[src/hw/tm2_pkg.sv]
/*
  tm2_pkg: constants shared by the timer end, the controller end and the
  interface that joins them.
  assumes: nothing; imported by no file, every use is tm2_pkg::name.
*/
package tm2_pkg;

  // ------------------------------------------------------------------
  // widths
  // ------------------------------------------------------------------
  localparam int CNT_W = 16;
  localparam int CTL_W = 8;
  localparam int SETUP_W = 2;

  // ------------------------------------------------------------------
  // timer control byte bit positions
  // ------------------------------------------------------------------
  localparam int CTL_OVERFLOW_FLAG = 7;
  localparam int CTL_EXTERNAL_FLAG = 6;
  localparam int CTL_RX_CLOCK_SELECT = 5;
  localparam int CTL_TX_CLOCK_SELECT = 4;
  localparam int CTL_TRIGGER_ENABLE = 3;
  localparam int CTL_TIMER_RUN = 2;
  localparam int CTL_COUNTER_SELECT = 1;
  localparam int CTL_CAPTURE_RELOAD_SELECT = 0;

  // setup bits: six-clock mode and timer interrupt enable
  localparam int SETUP_SIX_CLOCK = 0;
  localparam int SETUP_IRQ_ENABLE = 1;

  // ------------------------------------------------------------------
  // reset values and counter top value
  // ------------------------------------------------------------------
  localparam logic [7:0] CTL_RESET = 8'h00;
  localparam logic [15:0] CNT_RESET = 16'h0000;
  localparam logic [1:0] SETUP_RESET = 2'h0;
  localparam logic [15:0] CNT_MAX = 16'hffff;

  // ------------------------------------------------------------------
  // rate constants, in oscillator (aclk) cycles; SER_DIV_LAST counts overflow pulses
  // ------------------------------------------------------------------
  localparam logic [3:0] MC_DIV_SIX = 4'h6;
  localparam logic [3:0] MC_DIV_TWELVE = 4'hc;
  localparam logic [3:0] BAUD_DIV_SIX = 4'h1;
  localparam logic [3:0] BAUD_DIV_TWELVE = 4'h2;
  localparam logic [3:0] SER_DIV_LAST = 4'hf;

  // ------------------------------------------------------------------
  // command selects on the link
  // ------------------------------------------------------------------
  typedef enum logic [1:0] {
    TM2_SEL_CTL = 2'h0,
    TM2_SEL_COUNT = 2'h1,
    TM2_SEL_RELOAD = 2'h2,
    TM2_SEL_SETUP = 2'h3
  } tm2_sel_t;

  // ------------------------------------------------------------------
  // axi4-lite byte offsets
  // ------------------------------------------------------------------
  localparam logic [3:0] OFS_CTL = 4'h0;
  localparam logic [3:0] OFS_COUNT = 4'h4;
  localparam logic [3:0] OFS_RELOAD = 4'h8;
  localparam logic [3:0] OFS_SETUP = 4'hc;

  localparam logic [1:0] RESP_OKAY = 2'h0;
  localparam logic [1:0] RESP_SLVERR = 2'h2;

endpackage

[src/hw/tm2_if.sv]
/*
  tm2_if: command and state link between the timer end and its controller.
  assumes: both ends run on aclk; commands are one-cycle strobes.
*/
`timescale 1ns/1ps
interface tm2_if (
  input wire logic aclk,
  input wire logic aresetn
);
  // command from controller
  logic cmd_valid;
  tm2_pkg::tm2_sel_t cmd_sel;
  logic [15:0] cmd_data;
  // state from timer
  logic [7:0] ctl_q;
  logic [15:0] count_q;
  logic [15:0] reload_q;
  logic [1:0] setup_q;

  modport timer (
    input cmd_valid, cmd_sel, cmd_data,
    output ctl_q, count_q, reload_q, setup_q
  );

  modport ctrl (
    output cmd_valid, cmd_sel, cmd_data,
    input ctl_q, count_q, reload_q, setup_q
  );
endinterface

[src/hw/tm2_timer.sv]
/*
  tm2_timer: 16-bit timer with reload/capture pair and baud generator.
  assumes: aclk is the oscillator; pins are synchronous to aclk; the
  controller end issues one-cycle commands over tm2_if.
*/
// Chosen here: the AXI4-Lite interface to the registers and the address map.
`timescale 1ns/1ps
module tm2_timer (
  // clock and reset
  input wire logic aclk,
  input wire logic aresetn,
  // link to controller
  tm2_if.timer link,
  // pins
  input wire logic count_pin,
  input wire logic trigger_pin,
  // other timer overflow pulse
  input wire logic other_ovf,
  // serial port clocks
  output logic tx_bit_tick,
  output logic rx_bit_tick,
  // interrupt request
  output logic irq_req
);

  // ------------------------------------------------------------------
  // registers
  // ------------------------------------------------------------------
  logic [7:0] ctl_r;
  logic [15:0] count_r;
  logic [15:0] reload_r;
  logic [1:0] setup_r;
  logic [3:0] presc_r;
  logic count_pin_r;
  logic trigger_pin_r;
  logic [1:0] ser_tick_r;
  logic irq_r;

  // ------------------------------------------------------------------
  // mode decode
  // ------------------------------------------------------------------
  logic run;
  logic baud;
  logic capture;
  logic six_clock;
  logic wr_ctl;
  logic wr_count;
  logic wr_reload;
  logic wr_setup;

  assign run = ctl_r[tm2_pkg::CTL_TIMER_RUN];
  assign baud = ctl_r[tm2_pkg::CTL_TX_CLOCK_SELECT] | ctl_r[tm2_pkg::CTL_RX_CLOCK_SELECT];
  assign capture = ~baud & ctl_r[tm2_pkg::CTL_CAPTURE_RELOAD_SELECT];
  assign six_clock = setup_r[tm2_pkg::SETUP_SIX_CLOCK];

  assign wr_ctl = link.cmd_valid && (link.cmd_sel == tm2_pkg::TM2_SEL_CTL);
  assign wr_count = link.cmd_valid && (link.cmd_sel == tm2_pkg::TM2_SEL_COUNT);
  assign wr_reload = link.cmd_valid && (link.cmd_sel == tm2_pkg::TM2_SEL_RELOAD);
  assign wr_setup = link.cmd_valid && (link.cmd_sel == tm2_pkg::TM2_SEL_SETUP);

  // ------------------------------------------------------------------
  // internal clock prescaler
  // ------------------------------------------------------------------
  logic [3:0] presc_last;
  logic int_tick;

  always_comb begin
    if (baud) begin
      presc_last = six_clock ? tm2_pkg::BAUD_DIV_SIX : tm2_pkg::BAUD_DIV_TWELVE;
    end else begin
      presc_last = six_clock ? tm2_pkg::MC_DIV_SIX : tm2_pkg::MC_DIV_TWELVE;
    end
  end

  assign int_tick = (presc_r >= presc_last - 4'h1);

  always_ff @(posedge aclk) begin
    if (!aresetn) begin
      presc_r <= 4'h0;
    end else if (!run || int_tick) begin
      presc_r <= 4'h0;
    end else begin
      presc_r <= presc_r + 4'h1;
    end
  end

  // ------------------------------------------------------------------
  // pin edge detection
  // ------------------------------------------------------------------
  logic count_fall;
  logic trigger_fall;

  always_ff @(posedge aclk) begin
    if (!aresetn) begin
      count_pin_r <= 1'b1;
      trigger_pin_r <= 1'b1;
    end else begin
      count_pin_r <= count_pin;
      trigger_pin_r <= trigger_pin;
    end
  end

  assign count_fall = count_pin_r & ~count_pin;
  assign trigger_fall = trigger_pin_r & ~trigger_pin;

  // ------------------------------------------------------------------
  // count events
  // ------------------------------------------------------------------
  logic inc;
  logic own_ovf;
  logic trig_evt;
  logic trig_load;
  logic trig_capture;

  assign inc = run & (ctl_r[tm2_pkg::CTL_COUNTER_SELECT] ? count_fall : int_tick);
  assign own_ovf = inc & (count_r == tm2_pkg::CNT_MAX);
  assign trig_evt = run & ctl_r[tm2_pkg::CTL_TRIGGER_ENABLE] & trigger_fall;
  assign trig_load = trig_evt & ~baud & ~capture;
  assign trig_capture = trig_evt & capture;

  // ------------------------------------------------------------------
  // counter
  // ------------------------------------------------------------------
  always_ff @(posedge aclk) begin
    if (!aresetn) begin
      count_r <= tm2_pkg::CNT_RESET;
    end else if (wr_count) begin
      count_r <= link.cmd_data;
    end else if (trig_load) begin
      count_r <= reload_r;
    end else if (own_ovf && !capture) begin
      count_r <= reload_r;
    end else if (inc) begin
      count_r <= count_r + 16'h0001;
    end
  end

  // ------------------------------------------------------------------
  // reload / capture pair
  // ------------------------------------------------------------------
  always_ff @(posedge aclk) begin
    if (!aresetn) begin
      reload_r <= tm2_pkg::CNT_RESET;
    end else if (wr_reload) begin
      reload_r <= link.cmd_data;
    end else if (trig_capture) begin
      reload_r <= count_r;
    end
  end

  // ------------------------------------------------------------------
  // control byte and flags; hardware set wins over software clear
  // ------------------------------------------------------------------
  logic set_ovf_flag;

  assign set_ovf_flag = own_ovf & ~baud;

  always_ff @(posedge aclk) begin
    if (!aresetn) begin
      ctl_r <= tm2_pkg::CTL_RESET;
    end else begin
      if (wr_ctl) begin
        ctl_r <= link.cmd_data[7:0];
      end
      if (set_ovf_flag) begin
        ctl_r[tm2_pkg::CTL_OVERFLOW_FLAG] <= 1'b1;
      end
      if (trig_evt) begin
        ctl_r[tm2_pkg::CTL_EXTERNAL_FLAG] <= 1'b1;
      end
    end
  end

  always_ff @(posedge aclk) begin
    if (!aresetn) begin
      setup_r <= tm2_pkg::SETUP_RESET;
    end else if (wr_setup) begin
      setup_r <= link.cmd_data[1:0];
    end
  end

  // ------------------------------------------------------------------
  // serial clocks: source select and divide by 16
  // ------------------------------------------------------------------
  logic [1:0] dir_sel;

  assign dir_sel[0] = ctl_r[tm2_pkg::CTL_TX_CLOCK_SELECT];
  assign dir_sel[1] = ctl_r[tm2_pkg::CTL_RX_CLOCK_SELECT];

  genvar g;
  generate
    for (g = 0; g < 2; g++) begin : g_ser
      logic [3:0] div_r;
      logic src;

      assign src = dir_sel[g] ? own_ovf : other_ovf;

      always_ff @(posedge aclk) begin
        if (!aresetn) begin
          div_r <= 4'h0;
          ser_tick_r[g] <= 1'b0;
        end else begin
          ser_tick_r[g] <= src && (div_r == tm2_pkg::SER_DIV_LAST);
          if (src) begin
            div_r <= div_r + 4'h1;
          end
        end
      end
    end
  endgenerate

  assign tx_bit_tick = ser_tick_r[0];
  assign rx_bit_tick = ser_tick_r[1];

  // ------------------------------------------------------------------
  // interrupt request
  // ------------------------------------------------------------------
  always_ff @(posedge aclk) begin
    if (!aresetn) begin
      irq_r <= 1'b0;
    end else begin
      irq_r <= setup_r[tm2_pkg::SETUP_IRQ_ENABLE] &
               (ctl_r[tm2_pkg::CTL_OVERFLOW_FLAG] | ctl_r[tm2_pkg::CTL_EXTERNAL_FLAG]);
    end
  end

  assign irq_req = irq_r;

  // ------------------------------------------------------------------
  // state to controller
  // ------------------------------------------------------------------
  assign link.ctl_q = ctl_r;
  assign link.count_q = count_r;
  assign link.reload_q = reload_r;
  assign link.setup_q = setup_r;

endmodule // tm2_timer

[src/flat_wrapper.sv]
// flat-port wrapper written by rule: the top's interface ports become plain ports
module tm2_timer_flat 
  (aclk, aresetn, count_pin, trigger_pin, other_ovf, tx_bit_tick, rx_bit_tick, irq_req, link_cmd_valid, link_cmd_sel, link_cmd_data, link_ctl_q, link_count_q, link_reload_q, link_setup_q);
  tm2_if link_i (.aclk(aclk), .aresetn(aresetn));
  input wire logic aclk;
  input wire logic aresetn;
  input wire logic count_pin;
  input wire logic trigger_pin;
  input wire logic other_ovf;
  output logic tx_bit_tick;
  output logic rx_bit_tick;
  output logic irq_req;
  input wire logic [$bits(link_i.cmd_valid)-1:0] link_cmd_valid;
  input wire logic [$bits(link_i.cmd_sel)-1:0] link_cmd_sel;
  input wire logic [$bits(link_i.cmd_data)-1:0] link_cmd_data;
  output wire logic [$bits(link_i.ctl_q)-1:0] link_ctl_q;
  output wire logic [$bits(link_i.count_q)-1:0] link_count_q;
  output wire logic [$bits(link_i.reload_q)-1:0] link_reload_q;
  output wire logic [$bits(link_i.setup_q)-1:0] link_setup_q;
  assign link_i.cmd_valid = link_cmd_valid;
  assign link_i.cmd_sel = link_cmd_sel;
  assign link_i.cmd_data = link_cmd_data;
  assign link_ctl_q = link_i.ctl_q;
  assign link_count_q = link_i.count_q;
  assign link_reload_q = link_i.reload_q;
  assign link_setup_q = link_i.setup_q;
  tm2_timer u_core (.aclk(aclk), .aresetn(aresetn), .link(link_i), .count_pin(count_pin), .trigger_pin(trigger_pin), .other_ovf(other_ovf), .tx_bit_tick(tx_bit_tick), .rx_bit_tick(rx_bit_tick), .irq_req(irq_req));
endmodule
[config.mk]
export PLATFORM = sky130hd
export DESIGN_NAME = tm2_timer_flat
export DESIGN_NICKNAME = d
export VERILOG_FILES = /design/src/hw/tm2_pkg.sv /design/src/hw/tm2_if.sv /design/src/hw/tm2_timer.sv /design/src/flat_wrapper.sv
export SDC_FILE = /design/constraint.sdc
export NUM_CORES = 1
export LEC_CHECK = 0
export BUFFER_PORTS_ARGS = -buffer_cell sky130_fd_sc_hd__buf_2
export CELL_PAD_IN_SITES_DETAIL_PLACEMENT = 0
export CELL_PAD_IN_SITES_GLOBAL_PLACEMENT = 1
export CORE_MARGIN = 3
export CORE_UTILIZATION = 30
export DETAILED_ROUTE_END_ITERATION = 6
export PLACE_DENSITY = 0.68
export SYNTH_ARGS = -nofsm -noshare
export SYNTH_HDL_FRONTEND = slang
export SYNTH_SLANG_ARGS = --single-unit
[constraint.sdc]
create_clock -name aclk -period 2.3 [get_ports aclk]
set_clock_uncertainty 0.05 [all_clocks]
set_input_delay 0.46 -clock aclk [delete_from_list [all_inputs] [get_ports aclk]]
set_output_delay 0.46 -clock aclk [all_outputs]
set_load 0.005 [all_outputs]
; ---- Word-level counts from Yosys, hierarchy flattened
; Index checks and enable logic that the tools add are counted.
[op_classes]
mux = 15
eq_ne = 6
n_reduce_logical = 16
n_bitwise = 19
add_sub_neg = 5
magnitude_cmp = 1
[op_table]
columns = operator, n
row1 = two-way mux 16 bit, 6
row2 = "adder 16 x 1 -> 16 bit, second input constant", 1
row3 = "equality test 16 bit, second input constant", 1
row4 = "adder 4 x 1 -> 4 bit, second input constant", 3
row5 = bitwise AND 1 bit, 12
row6 = "equality test 4 bit, second input constant", 2
row7 = two-way mux 4 bit, 2
row8 = two-way mux 8 bit, 1
row9 = logical AND 1 bit, 7
row10 = nonzero test 2 bit, 3
row11 = two-way mux 1 bit, 5
row12 = NOT 1 bit, 5
row13 = "equality test 2 bit, second input constant", 2
row14 = >= comparator 4 bit, 1
row15 = nonzero test 4 bit, 1
row16 = "subtractor 4 x 1 -> 4 bit, second input constant", 1
row17 = "equality test 2 x 1 -> 1 bit, second input constant", 1
row18 = logical NOT 1 bit, 2
row19 = logical NOT 2 bit, 1
row20 = two-way mux 2 bit, 1
row21 = bitwise OR 1 bit, 2
row22 = OR reduction 2 bit, 1
row23 = logical OR 1 bit, 1
[word_totals]
input_bits = 24
ff_bits = 59
output_inout_bits = 45
word_cells = 76

; ---- Logic depth before layout (Yosys ltp)
; Gate-level depths: netlist of run 1.
[depth]
word_depth = 11
mapped_depth = 12
depth_no_buf = 9

; ---- Least setup slack after synthesis of run 1
; No wires, ideal clock.
[synth_timing]
path_type = flip-flop to flip-flop
start = register u_core.ctl_r[5] (netlist: u_core.link.ctl_q[5])
end = register u_core.count_r[0] (netlist: u_core.link.count_q[0])
setup_slack_ps = -286
synth_period_minus_slack_ps = 2586
n_path_buf = 2
arrival_ps = 2461
stages_incl_launch_ff = 11
path_cell_list = dfxtp_1 -> clkbuf_1 -> or3_1 -> ha_1 -> a21oi_1 -> o211ai_1 -> and4_1 -> buf_6 -> o21a_4 -> or4_1 -> a31oi_1
[synth_via]
elab_chain_cells = 11
word_cells_on_any_way = 18
cone_classes = add/sub (1) / order compare (1) / mux (5) / bitwise (8) / reduce/logical (3)
[synth_rtl]
columns = item, line_no
row1 = start: declaration, tm2_timer.sv:29  ; logic [7:0] ctl_r;
row2 = start signal: assignment, tm2_timer.sv:160  ; ctl_r <= tm2_pkg::CTL_RESET;
row3 = start signal: assignment, tm2_timer.sv:163  ; ctl_r <= link.cmd_data[7:0];
row4 = bitwise OR 1 bit (*), tm2_timer.sv:52  ; assign baud = ctl_r[tm2_pkg::CTL_TX_CLOCK_SELECT] | ctl_r[tm2_pkg::CTL_RX_CLOCK_SELECT];
row5 = two-way mux 4 bit, tm2_timer.sv:68  ; if (baud) begin
row6 = subtractor 4 x 1 -> 4 bit, tm2_timer.sv:75  ; assign int_tick = (presc_r >= presc_last - 4'h1);
row7 = >= comparator 4 bit, tm2_timer.sv:75
row8 = two-way mux 1 bit, tm2_timer.sv:115  ; assign inc = run & (ctl_r[tm2_pkg::CTL_COUNTER_SELECT] ? count_fall : int_tick);
row9 = bitwise AND 1 bit, tm2_timer.sv:115
row10 = bitwise AND 1 bit, tm2_timer.sv:116  ; assign own_ovf = inc & (count_r == tm2_pkg::CNT_MAX);
row11 = logical AND 1 bit, tm2_timer.sv:131  ; end else if (own_ovf && !capture) begin
row12 = two-way mux 16 bit, tm2_timer.sv:131
row13 = two-way mux 16 bit, tm2_timer.sv:129  ; end else if (trig_load) begin
row14 = two-way mux 16 bit, tm2_timer.sv:127  ; end else if (wr_count) begin
row15 = end signal: assignment, tm2_timer.sv:128  ; count_r <= link.cmd_data;
row16 = end signal: assignment, tm2_timer.sv:130  ; count_r <= reload_r;
row17 = end signal: assignment, tm2_timer.sv:132  ; count_r <= reload_r;
row18 = end: declaration, tm2_timer.sv:30  ; logic [15:0] count_r;
; Every way passes the cells marked *; elsewhere a longest branch is shown, timed or not.
; A chain may end at the register's enable or synchronous reset.

; ---- Worst setup path after layout of run 1
[layout_timing]
start = register u_core.ctl_r[5] (netlist: u_core.link.ctl_q[5])
end = register u_core.count_r[6] (netlist: u_core.link.count_q[6])
; The elaborated chain is that of the path after synthesis.

==> qor_table.md, run 1 <==
| Metric | Value |
|:---|:---|
| Setup repair after global routing missed its margin | yes |
| Kind of start point of the critical path | flip-flop |
| Yosys synthesis warning count | 0 |
| Residual antenna-violating net count after detailed routing | 0 |
| Total number of H-tree levels | 3 |
| Ports placed on the boundary | 69 |
| Result of the run | finished with violations |
| Total count of hold-check failures in the final report | 0 |
| Routed wire length | 9.45 mm |
| Delay-heaviest family, CP | compound AO/OA/AOI/OAI gates |
| Longest Clk Path Bufs | 2 |
| Worst Hold Class | primary input to flip-flop |
| Total buffers and inverters traversed by the critical path | 1 |
| Max_cap viols | 0 |
| Number of storage elements in the synthesis netlist | 59 |
| Data required time at the worst endpoint | 2.47 ns |
| Max Freq | 0.398 GHz |
| Total stage count of the critical path | 9 |
| Number of antenna cells inserted | 0 |
| Length of the first detailed-routing pass in iterations | 5 |
| Die W | 107 µm |
| Clock tree root driver cell | sky130_fd_sc_hd__clkbuf_8 |
| Cell chain of the critical path | or3_1 > ha_1 > o211ai_1 > o211ai_1 > and4_4 > o21ai_4 > buf_6 > mux2i_1 > a211oi_1 |
| Average size of a mapped cell | 8.66 µm² |
| Nets | 491 |
| Critical path capture point | u_core.link.count_q[6] |
| Cell mode on critical path | sky130_fd_sc_hd__o211ai_1 |
| Via-per-instance ratio | 5.00 |
| Number of port buffers | 68 |
| Post-synth top flop | sky130_fd_sc_hd__dfxtp_1 |
| Worst voltage drop across the vdd grid | 0.279 mV |
| Fillers | 983 |
| Violations in the final reports | setup timing |
| Depth of the most critical reg-to-reg path | 9 |
| Core area | 9860 µm² |
| Pins over their slew limit | 0 |
| Worst path arrival time | 2.68 ns |
| Register clock-pin slew on the reported worst setup and hold paths | 0.07 ns |
| Multi-input gate area | 1880 µm² |
| Placed cell count | 575 |
| Nature of the critical path endpoint | flip-flop |
| Total GRT Usage | 16.8% |
| Register-to-register setup slack | -0.21 ns |
| Final count of negative-setup-slack endpoints | 25 |
| Via count of the first global-routing pass | 2904 |
| Non-Filler Instances | 597 |
| Dpl hpwl | 6.78 mm |
| Distinct cell type count after synthesis | 45 |
| Row cnt | 36 |
| Cell with the largest stage delay on the worst path | sky130_fd_sc_hd__or3_1 |
| Remaining global-route overflow | 0 |
| Tmin final | 2.51 ns |
| Count of mapped cells out of synthesis | 355 |
| Worst R2R Start | u_core.link.ctl_q[5] |
| Cell area after synthesis | 3070 µm² |
| Storage cell area | 1180 µm² |
| Slowest Stage Delay on Critical Path | 0.38 ns |
| Later-pin clock latency in the skew report | 0.34 ns |
| Destination of the worst register-to-register timing path | u_core.link.count_q[6] |
| Number of antenna violations at the first check in global routing | 0 |
| Number of buffers created by CTS | 9 |
| Worst Slack Setup Final | -0.212 ns |
| Clock tree from TritonCTS | yes |
| Worst-path fanout max | 5 |
| Number of enable-type register cells in the synthesized netlist | 0 |
| Ratio of cells with drive above 1 in the final layout | 36.2% |
| Violation count after the first detailed-route iteration | 115 |
| Via Count | 2985 |
| Clock Sink Count | 59 |
| Routed length per instance | 15.8 µm |
| Final estimated routing congestion in global placement | 0.820 |
| Chip height | 107 µm |
| Initial core utilization | 31.2% |
| DRC errors left | 0 |
| Synth async-reset ratio | 0% |
| Sequential element share of the synthesized area | 38.4% |
| Wire length of the first global-routing pass | 15.2 mm |
| Critical Path Source | u_core.link.ctl_q[5] |
| Relative slew margins | 68.5% |
| Net count after synthesis | 387 |
| Worst Path Class, Setup | flip-flop to flip-flop |
| Lkg Pwr | 1.87 nW |
| Slew at the pin closest to its max-slew limit | 0.473 ns |
| Final worst-path cycle share | 109% |
| Synth-to-layout area growth | 38.7% |
| DIE AREA | 11500 µm² |
| Core utilization of the finished layout | 43.2% |
| Power per Cell Area | 591 nW/µm² |
| Hold Buf Count CTS | 0 |
| Maximum number of pins on one net before global-route repair | 33 |
[worst min-delay path by stage]
| stage | from | end | cells after the start |
|---|---|---|---|
| 2_1_floorplan | u_core.g_ser[1].div_r[3] | u_core.rx_bit_tick | 2 |
| 3_3_place_gp | u_core.g_ser[1].div_r[3] | u_core.rx_bit_tick | 2 |
| 3_5_place_dp | u_core.g_ser[1].div_r[3] | u_core.rx_bit_tick | 2 |
| 4_1_cts | count_pin | u_core.count_pin_r | 2 |
| 5_1_grt | count_pin | u_core.count_pin_r | 2 |
| 6_report | count_pin | u_core.count_pin_r | 2 |
[area by class of cell]
class	count	area share, %
timing repair buffer	119	18.3
sequential	59	27.8
inverter	7	0.616
clock inverter	4	1.70
tap	133	3.90
clock buffer	12	3.64
multi-input combinational	263	44.1
[metal layers]
layer  vias to the layer above  track usage, %  wire (µm)
li1                       1487               -          -
met1                      1415            22.9       4520
met2                        74            25.8       4320
met3                         9            3.97        484
met4                         0            5.75        131
met5                         -               0          0
[registers in the layout (all words and copies together), names as in the netlist]
| signal | count |
|---|---|
| u_core.tx_bit_tick | 1 |
| u_core.count_pin_r | 1 |
| u_core.rx_bit_tick | 1 |
| u_core.link.count_q | 16 |
| u_core.irq_req | 1 |
| u_core.g_ser.div_r | 8 |
| u_core.presc_r | 4 |
| u_core.link.ctl_q | 8 |
| u_core.trigger_pin_r | 1 |
| u_core.link.reload_q | 16 |
| u_core.link.setup_q | 2 |
[report_power, final]
| part | switching (mW) | total [mW] | leakage [nW] | internal [mW] |
|---|---|---|---|---|
| combinational | 0.168 | 0.322 | 1.28 | 0.154 |
| clock | 0.426 | 1.09 | 0.113 | 0.668 |
| sequential | 0.0368 | 1.10 | 0.482 | 1.07 |
[layout by cell type, fill, tap and decap left out, drive strengths merged]
cell type,synthesis,routed
nand4,5,5
dfxtp,59,59
or4,1,1
xor2,7,7
ha,8,8
or2,1,1
o21ai,19,19
a2111oi,1,1
clkinvlp,0,1
o21a,1,1
or3,6,6
nand2,21,21
o211a,1,1
nand3,26,26
a21boi,5,5
and3,2,2
mux2i,34,34
nor4,3,3
a2bb2oi,1,1
buf,14,119
a21oi,14,14
clkbuf,12,12
bufinv,0,2
a31oi,12,12
nor2,41,41
xnor2,11,11
nor2b,2,2
inv,7,7
o31ai,1,1
and4,3,3
clkinv,0,1
a211oi,18,18
nand3b,1,1
nand4b,2,2
nor3,6,6
nand2b,5,5
nor3b,2,2
o211ai,3,3
[logic make-up after synthesis]
logic type / after synthesis / share of synthesized area [%]
compound gates: 76 / 16.4
fa+ha+maj: 8 / 3.26
buf+inv: 33 / 4.97
mux: 34 / 11.3
simple gates: 127 / 20.6
flops: 59 / 38.4
xor+xnor: 18 / 5.13
[stage by stage]
step                      hold slack [ns]  setup TNS [ns]  power (mW)  area (µm²)  setup WS, ns
after global placement              0.399           -2.59        1.43        3860        -0.181
final                               0.255           -3.40        2.52        4270        -0.212
after floorplan                     0.377           -2.62        1.29        3130        -0.247
after detailed placement            0.406           -4.45        1.44        3860        -0.252
after global routing                0.246           -6.12        2.64        4270        -0.324
after CTS                           0.242           -2.46        2.55        4200        -0.175
[timing repair]
item,in CTS,in global routing
endpoints found under the hold margin,0,0
buffers inserted,2,2
gates resized for setup,22,12
gates cloned,1,1
setup endpoints to repair,26,26
pin swaps,7,13
[cell usage after synthesis (11+ instances only)]
library cell | number | area [µm²]
sky130_fd_sc_hd__a31oi_1 | 12 | 75.1
sky130_fd_sc_hd__nand3_1 | 26 | 130
sky130_fd_sc_hd__xnor2_1 | 11 | 96.3
sky130_fd_sc_hd__a21oi_1 | 14 | 70.1
sky130_fd_sc_hd__o21ai_0 | 17 | 85.1
sky130_fd_sc_hd__mux2i_1 | 32 | 320
sky130_fd_sc_hd__dfxtp_1 | 59 | 1180
sky130_fd_sc_hd__nor2_1 | 41 | 154
sky130_fd_sc_hd__a211oi_1 | 18 | 135
sky130_fd_sc_hd__clkbuf_1 | 12 | 45.0
sky130_fd_sc_hd__nand2_1 | 21 | 78.8
No activity file was read; power rests on OpenSTA's default activity.
==> run 2: changes to the inputs <==
--- a/config.mk
+++ b/config.mk
@@ -9,9 +9,9 @@
 export CELL_PAD_IN_SITES_DETAIL_PLACEMENT = 0
 export CELL_PAD_IN_SITES_GLOBAL_PLACEMENT = 1
 export CORE_MARGIN = 3
-export CORE_UTILIZATION = 30
+export CORE_UTILIZATION = 35
 export DETAILED_ROUTE_END_ITERATION = 6
-export PLACE_DENSITY = 0.68
+export PLACE_DENSITY = 0.74
 export SYNTH_ARGS = -nofsm -noshare
 export SYNTH_HDL_FRONTEND = slang
 export SYNTH_SLANG_ARGS = --single-unit
==> constraint.sdc (replaced) <==
create_clock -name aclk -period 2.9 [get_ports aclk]
set_clock_uncertainty 0.05 [all_clocks]
set_input_delay 0.58 -clock aclk [delete_from_list [all_inputs] [get_ports aclk]]
set_output_delay 0.58 -clock aclk [all_outputs]
set_load 0.005 [all_outputs]
==> run 2 against run 1 <==
The run now ends clean. Worst setup slack better by 0.38 ns. Register-to-register slack better by 0.38 ns. Final cell count shrank 11%. Clock power fell by 39%. Clock-buffer cell count is 2 higher. First-iteration DRC count rose by 13%. Die area shrank 14%. Sequential power down 20%.
==> qor_table.md, run 2 (same netlist as run 1, synthesis figures left out) <==
| Metric | Value |
|:---|:---|
| Clock tree from TritonCTS | yes |
| Worst Hold Class | primary input to flip-flop |
| Longest Clk Path Bufs | 2 |
| Initial core utilization | 36.7% |
| Pins over their slew limit | 0 |
| Core utilization of the finished layout | 44.3% |
| Final count of negative-setup-slack endpoints | 0 |
| Residual antenna-violating net count after detailed routing | 0 |
| Ratio of cells with drive above 1 in the final layout | 24.5% |
| Post-CTS setup buffer count | 0 |
| Worst voltage drop across the vdd grid | 0.184 mV |
| Nature of the critical path endpoint | flip-flop |
| Register-to-register setup slack | 0.16 ns |
| Routed length per instance | 16.0 µm |
| Gates resized, CTS repair | 0 |
| Max_cap viols | 0 |
| Fillers | 861 |
| Via-per-instance ratio | 5.27 |
| Die W | 99.7 µm |
| Length of the first detailed-routing pass in iterations | 4 |
| Lkg Pwr | 1.64 nW |
| Final estimated routing congestion in global placement | 0.877 |
| Synth-to-layout area growth | 20.9% |
| Most frequent cells in the layout | sky130_fd_sc_hd__buf_2 (68), sky130_fd_sc_hd__dfxtp_1 (59), sky130_fd_sc_hd__nor2_1 (41) |
| Nets | 455 |
| Setup slack at placement | 0.183 ns |
| Final worst-path cycle share | 94.3% |
| Remaining global-route overflow | 0 |
| Chip height | 99.7 µm |
| Routed wire length | 8.50 mm |
| Dpl hpwl | 6.26 mm |
| Clock Sink Count | 59 |
| Design Area, Final | 3720 µm² |
| Setup repair after global routing missed its margin | no |
| Register clock-pin slew on the reported worst setup and hold paths | 0.06 ns |
| Relative slew margins | 52.4% |
| Number of antenna violations at the first check in global routing | 0 |
| Number of antenna cells inserted | 0 |
| TNS Setup | 0 ns |
| Worst Path Class, Setup | flip-flop to flip-flop |
| Later-pin clock latency in the skew report | 0.34 ns |
| DRC errors left | 0 |
| Via Count | 2809 |
| Hold Buf Count CTS | 0 |
| Power per Cell Area | 474 nW/µm² |
| Number of port buffers | 68 |
| Total GRT Usage | 17.4% |
| Ports placed on the boundary | 69 |
| Worst Slack Setup Final | 0.165 ns |
| Clock tree root driver cell | sky130_fd_sc_hd__clkbuf_8 |
| Row cnt | 33 |
| Data required time at the worst endpoint | 3.08 ns |
| Via count of the first global-routing pass | 2664 |
| Maximum number of pins on one net before global-route repair | 33 |
| Total number of H-tree levels | 3 |
| Kind of start point of the critical path | flip-flop |
| Number of buffers created by CTS | 9 |
| Slew at the pin closest to its max-slew limit | 0.710 ns |
| Total count of hold-check failures in the final report | 0 |
| Tmin final | 2.74 ns |
| Wire length of the first global-routing pass | 13.7 mm |
| Violation count after the first detailed-route iteration | 130 |
| Core area | 8380 µm² |
| Result of the run | finished, final reports clean |
| Worst path arrival time | 2.92 ns |
| Max Freq | 0.366 GHz |
| Worst-path fanout max | 10 |
| DIE AREA | 9940 µm² |
| Area post-placement | 3540 µm² |
| Most common cell after layout, fill and taps aside | sky130_fd_sc_hd__buf_2 |
run 2: cell count changes in the layout (fill, tap and decap cells not counted), sizes merged:
cell	delta
clkinvlp	-1
clkbuf	+2
clkinv	+1
bufinv	-2
buf	-36
run 2: final cells by class:
type                       instances  area (µm²)  share of cell area [%]
clock buffer                      14         163                    4.38
multi-input combinational        263        1740                    46.8
inverter                           7        26.3                   0.707
tap                              105         131                    3.53
timing repair buffer              83         465                    12.5
clock inverter                     2        10.0                   0.269
sequential                        59        1180                    31.8
run 2: metal layers:
metal / vias to the layer above / routed length, µm / global-route usage, %
met1: 1316 / 4440 / 25.9
li1: 1415 / - / -
met3: 6 / 401 / 2.31
met5: - / 0 / 0
met2: 72 / 3570 / 25.2
met4: 0 / 89 / 6.72
run 2: worst max-delay path, stage by stage, from the launching register on:
cell,delay [ns]
sky130_fd_sc_hd__dfxtp_1,0.38
sky130_fd_sc_hd__or3_1,0.39
sky130_fd_sc_hd__ha_1,0.21
sky130_fd_sc_hd__nor3b_1,0.28
sky130_fd_sc_hd__o211ai_1,0.20
sky130_fd_sc_hd__and4_1,0.28
sky130_fd_sc_hd__o21ai_4,0.35
sky130_fd_sc_hd__mux2i_1,0.15
sky130_fd_sc_hd__a2111oi_2,0.35
run 2: final timing paths:
path                       startpoint  depth (start not counted)                      end
max              u_core.link.ctl_q[5]                          8  u_core.link.count_q[15]
max reg2reg      u_core.link.ctl_q[5]                          8  u_core.link.count_q[15]
min                         count_pin                          2       u_core.count_pin_r
min reg2reg  u_core.g_ser[1].div_r[3]                          2       u_core.rx_bit_tick
run 2: where the power goes:
| group | switching, mW | internal [mW] |
|---|---|---|
| Sequential | 0.0377 | 0.846 |
| Combinational | 0.111 | 0.0980 |
| Clock | 0.312 | 0.355 |
| Total | 0.461 | 1.30 |
run 2: per-stage QoR:
| stage | hold slack [ns] | instances | total power, mW |
|---|---|---|---|
| after detailed placement | 0.399 | 517 | 1.11 |
| after global routing | 0.392 | 533 | 1.84 |
| after CTS | 0.380 | 533 | 1.78 |
| after floorplan | 0.377 | 355 | 1.02 |
| after global placement | 0.396 | 517 | 1.11 |
| final | 0.390 | 533 | 1.76 |
